$ cat config.mk
export PLATFORM = sky130hd
export DESIGN_NAME = iapri_core
export DESIGN_NICKNAME = d
export VERILOG_FILES = /design/src/logic/iapri_core.v /design/src/logic/iapri_unlock_timer.v /design/src/logic/iapri_region_guard.v
export VERILOG_INCLUDE_DIRS = /design/src /design/src/logic
export SDC_FILE = /design/constraint.sdc
export NUM_CORES = 1
export LEC_CHECK = 0
export BUFFER_PORTS_ARGS = -buffer_cell sky130_fd_sc_hd__buf_2
export CAP_MARGIN = 20
export CELL_PAD_IN_SITES_DETAIL_PLACEMENT = 0
export CELL_PAD_IN_SITES_GLOBAL_PLACEMENT = 1
export CORE_MARGIN = 2
export CORE_UTILIZATION = 25
export DETAILED_ROUTE_END_ITERATION = 10
export GPL_TIMING_DRIVEN = 0
export PLACE_DENSITY = 0.54
export RECOVER_POWER = 50
export SLEW_MARGIN = 20
export SYNTH_ARGS = -nofsm -noshare
export SYNTH_HDL_FRONTEND = slang
export SYNTH_HIERARCHICAL = 1
export SYNTH_SLANG_ARGS = --single-unit
$ cat constraint.sdc
create_clock -name clk_i -period 4.4 [get_ports clk_i]
set_clock_uncertainty 0.15 [all_clocks]
set_input_delay 0.88 -clock clk_i [delete_from_list [all_inputs] [get_ports clk_i]]
set_output_delay 0.88 -clock clk_i [all_outputs]
set_load 0.03 [all_outputs]
$ cat src/logic/iapri_defines.vh
`ifndef IAPRI_DEFINES_VH
`define IAPRI_DEFINES_VH

// ****************************************************
// register indices; byte address is four times these
// ****************************************************
`define IAPRI_IDX_KEY 8'hf1
`define IAPRI_IDX_ADL 8'hf2
`define IAPRI_IDX_ADH 8'hf3
`define IAPRI_IDX_REG 8'hf4
`define IAPRI_IDX_DAT 8'hf5
`define IAPRI_IDX_CTL 8'hf6
`define IAPRI_IDX_STS 8'hf7

// ****************************************************
// reset values and field positions
// ****************************************************
`define IAPRI_RST_BYTE 8'h00
`define IAPRI_CTL_MASK 8'hb3
`define IAPRI_BIT_BOOT 7
`define IAPRI_BIT_ERASE 5
`define IAPRI_BIT_PROG 4
`define IAPRI_STS_OPEN 0
`define IAPRI_STS_BUSY 1
`define IAPRI_STS_REFUSED 2

// ****************************************************
// key, region codes and range option
// ****************************************************
`define IAPRI_KEY_MIN 8'h40
`define IAPRI_RGN_CODE 8'h00
`define IAPRI_RGN_UID 8'h01
`define IAPRI_RGN_EEP 8'h02
`define IAPRI_RGN_BOOT 8'h03
`define IAPRI_RANGE_NONE 2'b00
`define IAPRI_RANGE_1K 2'b01
`define IAPRI_RANGE_2K 2'b10
`define IAPRI_RANGE_ALL 2'b11
`define IAPRI_BASE_1K 16'hfc00
`define IAPRI_BASE_2K 16'hf800

`endif

$ cat src/logic/iapri_core.v
`timescale 1ns/1ps
`include "iapri_defines.vh"

module iapri_core (
	input wire clk_i,
	input wire rst_i,
	input wire psel_i,
	input wire penable_i,
	input wire pwrite_i,
	input wire [11:0] paddr_i,
	input wire [31:0] pwdata_i,
	output wire [31:0] prdata_o,
	output wire pready_o,
	output wire pslverr_o,
	input wire [1:0] range_sel_i,
	input wire boot_mode_i,
	input wire seq_busy_i,
	output wire seq_start_o,
	output wire seq_erase_o,
	output wire seq_program_o,
	output wire [1:0] seq_cmd_o,
	output wire [1:0] seq_region_o,
	output wire [15:0] seq_addr_o,
	output wire [7:0] seq_data_o,
	output wire [1:0] table_region_o,
	output wire iap_open_o,
	output wire cpu_hold_o
);

	// byte address to register index, zero when misaligned
	function [7:0] reg_index;
		input [11:0] addr;
		begin
			if (addr[1:0] != 2'b00) begin
				reg_index = 8'h00;
			end else begin
				reg_index = addr[9:2];
			end
		end
	endfunction

	// index belongs to the map
	function mapped;
		input [7:0] idx;
		begin
			mapped = (idx >= `IAPRI_IDX_KEY) && (idx <= `IAPRI_IDX_STS);
		end
	endfunction

	// write strobe for one register index
	function strobe;
		input write;
		input [7:0] at;
		input [7:0] want;
		begin
			strobe = write && (at == want);
		end
	endfunction

	// software visible bytes and status
	reg [7:0] key_reg;
	reg [7:0] adl_reg;
	reg [7:0] adh_reg;
	reg [7:0] rgn_reg;
	reg [7:0] dat_reg;
	reg [7:0] ctl_reg;
	reg refused_reg;
	reg [31:0] prdata_reg;
	reg [31:0] prdata_next;
	reg start_reg;
	reg erase_reg;
	reg program_reg;
	reg [1:0] cmd_reg;
	reg [1:0] srgn_reg;
	reg [15:0] saddr_reg;
	reg [7:0] sdata_reg;
	reg [1:0] tbl_reg;

	// bus decode and command nets
	wire [7:0] idx;
	wire hit;
	wire setup;
	wire access;
	wire wr;
	wire key_wr;
	wire ctl_wr;
	wire sts_wr;
	wire cmd_req;
	wire cmd_start;
	wire cmd_refuse;
	wire open;
	wire write_ok;
	wire [15:0] target;
	wire [7:0] cmd_bits;
	wire [1:0] tbl_next;

	// ****************************************************
	// apb decode
	// ****************************************************
	assign idx = reg_index(paddr_i);
	assign hit = mapped(idx) && (paddr_i[11:10] == 2'b00) &&
		(paddr_i[1:0] == 2'b00);
	assign setup = psel_i && !penable_i;
	assign access = psel_i && penable_i;
	assign wr = access && pwrite_i && hit;
	assign pready_o = 1'b1; // zero wait states
	assign pslverr_o = access && !hit;
	assign prdata_o = prdata_reg;

	assign key_wr = strobe(wr, idx, `IAPRI_IDX_KEY);
	assign ctl_wr = strobe(wr, idx, `IAPRI_IDX_CTL);
	assign sts_wr = strobe(wr, idx, `IAPRI_IDX_STS);

	assign target = {adh_reg, adl_reg};

	// erase and program bits, self-clearing on launch
	assign cmd_bits = (8'h01 << `IAPRI_BIT_ERASE) |
		(8'h01 << `IAPRI_BIT_PROG);

	// ****************************************************
	// command acceptance
	// ****************************************************
	// a control write with erase or program set asks for work
	assign cmd_req = ctl_wr && (pwdata_i[`IAPRI_BIT_ERASE] ||
		pwdata_i[`IAPRI_BIT_PROG]);
	assign cmd_start = cmd_req && open && write_ok && !seq_busy_i &&
		!start_reg;
	assign cmd_refuse = cmd_req && !cmd_start;

	// unlock window and its timeout
	iapri_unlock_timer u_timer (
		.clk_i(clk_i),
		.rst_i(rst_i),
		.key_wr_i(key_wr),
		.key_val_i(pwdata_i[7:0]),
		.cmd_start_i(cmd_start),
		.open_o(open)
	);

	// region and range permission
	iapri_region_guard u_guard (
		.region_i(rgn_reg),
		.addr_i(target),
		.range_sel_i(range_sel_i),
		.boot_mode_i(boot_mode_i || ctl_reg[`IAPRI_BIT_BOOT]),
		.write_ok_o(write_ok),
		.table_region_o(tbl_next)
	);

	// ****************************************************
	// software registers
	// ****************************************************
	// key kept for read back
	always @(posedge clk_i or posedge rst_i) begin
		if (rst_i) begin
			key_reg <= `IAPRI_RST_BYTE;
		end else if (key_wr) begin
			key_reg <= pwdata_i[7:0];
		end
	end

	always @(posedge clk_i or posedge rst_i) begin
		if (rst_i) begin
			adl_reg <= `IAPRI_RST_BYTE;
		end else if (strobe(wr, idx, `IAPRI_IDX_ADL)) begin
			adl_reg <= pwdata_i[7:0];
		end
	end

	always @(posedge clk_i or posedge rst_i) begin
		if (rst_i) begin
			adh_reg <= `IAPRI_RST_BYTE;
		end else if (strobe(wr, idx, `IAPRI_IDX_ADH)) begin
			adh_reg <= pwdata_i[7:0];
		end
	end

	always @(posedge clk_i or posedge rst_i) begin
		if (rst_i) begin
			rgn_reg <= `IAPRI_RST_BYTE;
		end else if (strobe(wr, idx, `IAPRI_IDX_REG)) begin
			rgn_reg <= pwdata_i[7:0];
		end
	end

	always @(posedge clk_i or posedge rst_i) begin
		if (rst_i) begin
			dat_reg <= `IAPRI_RST_BYTE;
		end else if (strobe(wr, idx, `IAPRI_IDX_DAT)) begin
			dat_reg <= pwdata_i[7:0];
		end
	end

	// control byte; command bits are consumed on launch
	always @(posedge clk_i or posedge rst_i) begin
		if (rst_i) begin
			ctl_reg <= `IAPRI_RST_BYTE;
		end else if (ctl_wr && cmd_start) begin
			ctl_reg <= pwdata_i[7:0] & `IAPRI_CTL_MASK & ~cmd_bits;
		end else if (ctl_wr) begin
			ctl_reg <= pwdata_i[7:0] & `IAPRI_CTL_MASK;
		end
	end

	// refused flag; a new refusal wins over the clear
	always @(posedge clk_i or posedge rst_i) begin
		if (rst_i) begin
			refused_reg <= 1'b0;
		end else if (cmd_refuse) begin
			refused_reg <= 1'b1;
		end else if (sts_wr && pwdata_i[`IAPRI_STS_REFUSED]) begin
			refused_reg <= 1'b0;
		end
	end

	// ****************************************************
	// sequencer request latch
	// ****************************************************
	always @(posedge clk_i or posedge rst_i) begin
		if (rst_i) begin
			start_reg <= 1'b0;
			erase_reg <= 1'b0;
			program_reg <= 1'b0;
			cmd_reg <= 2'b00;
			srgn_reg <= 2'b00;
			saddr_reg <= 16'h0000;
			sdata_reg <= `IAPRI_RST_BYTE;
		end else begin
			start_reg <= cmd_start;
			if (cmd_start) begin
				erase_reg <= pwdata_i[`IAPRI_BIT_ERASE];
				program_reg <= pwdata_i[`IAPRI_BIT_PROG];
				cmd_reg <= pwdata_i[1:0];
				srgn_reg <= rgn_reg[1:0];
				saddr_reg <= target;
				sdata_reg <= dat_reg;
			end
		end
	end

	// sequencer outputs straight from the latch
	assign seq_start_o = start_reg;
	assign seq_erase_o = erase_reg;
	assign seq_program_o = program_reg;
	assign seq_cmd_o = cmd_reg;
	assign seq_region_o = srgn_reg;
	assign seq_addr_o = saddr_reg;
	assign seq_data_o = sdata_reg;
	assign iap_open_o = open;

	// table read target, held in a flop
	always @(posedge clk_i or posedge rst_i) begin
		if (rst_i) begin
			tbl_reg <= 2'b00;
		end else begin
			tbl_reg <= tbl_next;
		end
	end

	assign table_region_o = tbl_reg;

	// hold the cpu during the operation
	assign cpu_hold_o = start_reg || seq_busy_i;

	// ****************************************************
	// read data, captured in the setup cycle
	// ****************************************************
	always @* begin
		prdata_next = 32'h0000_0000;
		case (idx)
		`IAPRI_IDX_KEY: prdata_next[7:0] = key_reg;
		`IAPRI_IDX_ADL: prdata_next[7:0] = adl_reg;
		`IAPRI_IDX_ADH: prdata_next[7:0] = adh_reg;
		`IAPRI_IDX_REG: prdata_next[7:0] = rgn_reg;
		`IAPRI_IDX_DAT: prdata_next[7:0] = dat_reg;
		`IAPRI_IDX_CTL: prdata_next[7:0] = ctl_reg;
		`IAPRI_IDX_STS: begin
			prdata_next[`IAPRI_STS_OPEN] = open;
			prdata_next[`IAPRI_STS_BUSY] = cpu_hold_o;
			prdata_next[`IAPRI_STS_REFUSED] = refused_reg;
		end
		default: prdata_next = 32'h0000_0000;
		endcase
		if (!hit) begin
			prdata_next = 32'h0000_0000;
		end
	end

	// read data register, loaded only on a read setup
	always @(posedge clk_i or posedge rst_i) begin
		if (rst_i) begin
			prdata_reg <= 32'h0000_0000;
		end else if (setup && !pwrite_i) begin
			prdata_reg <= prdata_next;
		end
	end

endmodule

$ cat src/logic/iapri_unlock_timer.v
`timescale 1ns/1ps
`include "iapri_defines.vh"

module iapri_unlock_timer (
	input wire clk_i,
	input wire rst_i,
	input wire key_wr_i,
	input wire [7:0] key_val_i,
	input wire cmd_start_i,
	output wire open_o
);

	reg open_reg;
	reg [7:0] cnt_reg;
	reg [7:0] len_reg;

	// ****************************************************
	// unlock window and timeout
	// ****************************************************
	assign open_o = open_reg;

	// key write opens or closes, counter runs down
	always @(posedge clk_i or posedge rst_i) begin
		if (rst_i) begin
			open_reg <= 1'b0;
			cnt_reg <= `IAPRI_RST_BYTE;
			len_reg <= `IAPRI_RST_BYTE;
		end else if (key_wr_i) begin
			open_reg <= (key_val_i >= `IAPRI_KEY_MIN);
			cnt_reg <= key_val_i;
			len_reg <= key_val_i;
		end else if (open_reg && cmd_start_i) begin
			cnt_reg <= len_reg; // fresh n clocks
		end else if (open_reg) begin
			if (cnt_reg <= 8'h01) begin
				open_reg <= 1'b0;
				cnt_reg <= `IAPRI_RST_BYTE;
			end else begin
				cnt_reg <= cnt_reg - 8'h01;
			end
		end
	end

endmodule

$ cat src/logic/iapri_region_guard.v
`timescale 1ns/1ps
`include "iapri_defines.vh"

module iapri_region_guard (
	input wire [7:0] region_i,
	input wire [15:0] addr_i,
	input wire [1:0] range_sel_i,
	input wire boot_mode_i,
	output wire write_ok_o,
	output wire [1:0] table_region_o
);

	// true for the four defined region codes
	function known_code;
		input [7:0] code;
		begin
			known_code = (code[7:2] == 6'h00);
		end
	endfunction

	reg app_ok;

	// ****************************************************
	// application flash range check
	// ****************************************************
	// range option gate
	always @* begin
		case (range_sel_i)
		`IAPRI_RANGE_NONE: app_ok = 1'b0;
		`IAPRI_RANGE_1K: app_ok = (addr_i >= `IAPRI_BASE_1K);
		`IAPRI_RANGE_2K: app_ok = (addr_i >= `IAPRI_BASE_2K);
		`IAPRI_RANGE_ALL: app_ok = 1'b1;
		default: app_ok = 1'b0;
		endcase
		if (boot_mode_i) begin
			app_ok = 1'b1; // bootloader may reach all of it
		end
	end

	// ****************************************************
	// write permission per region
	// ****************************************************
	// code flash programmable inside the range option or in boot mode; eeprom programmable
	assign write_ok_o = known_code(region_i) &&
		((region_i == `IAPRI_RGN_CODE && app_ok) ||
		(region_i == `IAPRI_RGN_EEP));

	// table read target; reserved codes fall back to code
	assign table_region_o = region_i[1:0] & {2{known_code(region_i)}};

endmodule

==> impl_metrics.yaml <==
status:
  outcome: "finished, violations left"
  violations: "max-capacitance violations, max-slew violations"
global_routing:
  grt_start_max_net_pins: 46
  grt_pass1_vias: 3880
  antenna_found_initial: 0
  overflow: 0
  grt_pass1_wl_um: 22900
  grt_usage_pct: 13.7
detailed_routing:
  drc: 0
  dr.first_iter.drc_count: 191
  firstDrtPassIters: 4
  antenna_left: 0
  via_count: 3819
  wl_per_cell_um: 17.5
  viasPerCell: 4.61
  wirelength_um: 14500
power_and_ir_drop:
  p_leak_nw: 3.09
  p_total_mw: 2.06
  ir_drop_mv: 0.203
  power.density_mw_per_mm2: 327
final_layout:
  syn2layout_area_growth_pct: 21.3
  fill_cells: 2140
  n_antenna_cell: 0
  layout-drive-gt1-share_pct: 31.7
  nNetsFinal: 610
  final_cell_mix: "dfrtp_1, mux2_2, buf_2"
  utilization_pct: 31.1
  final_common_cell: "dfrtp_1"
  largest_register_ffs: 16
logic_synthesis:
  synth_edf_count: 0
  synth_compound_area_share_pct: 9.43
  synthAdderAreaFrac_pct: 0.481
  synthArstFlopShare_pct: 100
  netlist_instances: 450
  ys_ff_latch: 104
  synthMuxAreaShare_pct: 19.6
  yosys.area_share.simple_pct: 13.9
  synthFlopType: "dfrtp_1"
  yosysWarnings: 6
  synth_cell_types: 62
  synth_xor_area_share_pct: 0
  synth_top_family_by_area: "multiplexers"
  syn-cell-area_mm2: 0.00520
  ys_seq_area_share_pct: 50.1
  avgSynthCellArea_um2: 11.6
cts:
  cts_inserted_buffers: 9
  clockRootBuffer: "clkbuf_16"
  htree_levels: 3
  cts_tree: "built"
  clockBufferDepth: 2
  cts.repair.resized: 0
  clk-insertion-delay-late_ns: 0.35
  post_cts_buffers: 0
  clk_pin_slew_ns: 0.07
  cts_hold_buf: 0
  cts.sinks: 104
place:
  dp_hpwl_um: 10900
  place.gp.congestion: 0.869
  port_buffers: 70
flow_run:
  max_cap_viol_count: 1
sta:
  finalHoldViolCount: 0
  setup_tns_ns: 0
  finalMaxSlewViolations: 44
  rsz0062_at_grt: "false"
  post-route-period-util_pct: 87.1
  worst_slew_pin_slew_ns: 1.95
  finalCriticalPeriod_ns: 3.83
  setup_viol: 0
  slew_headroom_pct: -30.9
  max_freq_mhz: 261
setup_path:
  critPathArrivalTime_ns: 3.92
  end_kind: "register"
  cp-start-kind: "input pin"
  crit_required_ns: 4.49
  path_max_fanout: 12
  setup.worst_path.class: "in -> reg"
die:
  pin_count: 122
  rows: 52
  die_area_mm2: 0.0220
  die_x_um: 148
  initial_core_util_pct: 25.6
  die_h_um: 148
  coreArea_mm2: 0.0203
hold_path:
  hp-class: "reg -> reg"
==> power breakdown <==
part / total, mW / internal [mW] / switching (mW)
Clock: 0.970 / 0.609 / 0.361
Combinational: 0.135 / 0.0365 / 0.0981
Sequential: 0.958 / 0.956 / 0.00110
==> final timing paths <==
kind	end	slack, ns	cells past startpoint	startpoint
setup / recovery	u_timer/len_reg[5]$_DFFE_PP0P_	0.57	9	paddr_i[1]
hold / removal	prdata_o[1]$_DFFE_PP0P_	0.33	1	prdata_o[1]$_DFFE_PP0P_
setup reg to reg	u_timer/cnt_reg[6]$_DFFE_PP0P_	0.80	11	rgn_reg[3]$_DFFE_PP0P_
hold reg to reg	prdata_o[1]$_DFFE_PP0P_	0.33	1	prdata_o[1]$_DFFE_PP0P_
max in group asynchronous	seq_data_o[2]$_DFFE_PP0P_	1.40	3	rst_i
min in group asynchronous	u_timer/len_reg[1]$_DFFE_PP0P_	0.47	2	rst_i
==> cell families (layout without fill, tap and decap cells) <==
kind of cell               after synthesis  in the layout
other                                    2             25
muxes                                   92             92
and+or+nand+nor                        122            122
buffers and inverters                   54            140
AOI/OAI and AO/OA                       74             74
adders and majority gates                2              2
DFF                                    104            104
==> synth_stat cells, drive strengths merged (7+ instances only) <==
library cell / n / area [um^2]
buf: 33 / 251
nor2: 18 / 75.1
nand3: 7 / 35.0
nand2: 32 / 123
inv: 13 / 48.8
nor4: 11 / 105
mux2: 80 / 901
clkbuf: 8 / 30.0
nor3: 9 / 61.3
a21oi: 16 / 80.1
dfrtp: 104 / 2600
mux2i: 12 / 120
o21ai: 25 / 125
and3: 11 / 68.8
==> metal layers <==
metal  share of wire [%]  up-vias  routed length (um)  global-route usage [%]
li1                    -     1797                   -                       -
met1                  49     1898                7090                    19.5
met2                  45      108                6480                    21.1
met3                 4.8       16                 698                    2.67
met4                 1.8        0                 267                    4.33
met5                   0        -                   0                       0
==> through the flow <==
step,hold slack (ns),cell area [um^2],instances,setup WS [ns]
2_1_floorplan,0.300,5290,473,0.951
4_1_cts,0.328,6360,829,0.570
3_3_place_gp,0.311,5970,813,0.0619
6_report,0.328,6310,829,0.567
5_1_grt,0.348,6310,829,0.379
3_5_place_dp,0.311,6000,814,0.202
==> layout make-up <==
| class | count | area [um^2] | share of cell area, % |
|---|---|---|---|
| Sequential cell | 104 | 2600 | 41.3 |
| Tap cell | 270 | 338 | 5.36 |
| Timing Repair Buffer | 71 | 329 | 5.22 |
| Multi-Input combinational cell | 315 | 2350 | 37.2 |
| Clock inverter | 6 | 133 | 2.10 |
| Buffer | 41 | 282 | 4.46 |
| Clock buffer | 9 | 225 | 3.57 |
| Inverter | 13 | 50.0 | 0.794 |
==> critical path, cell delays in order <==
cell	delay, ns
buf_2	0.13
or4b_1	0.51
buf_2	0.18
nor2_1	0.19
nand2_1	0.17
nor4_4	0.82
buf_6	0.24
clkbuf_1	0.40
mux2_2	0.39
Note: power is estimated with default switching activity, not from simulation.
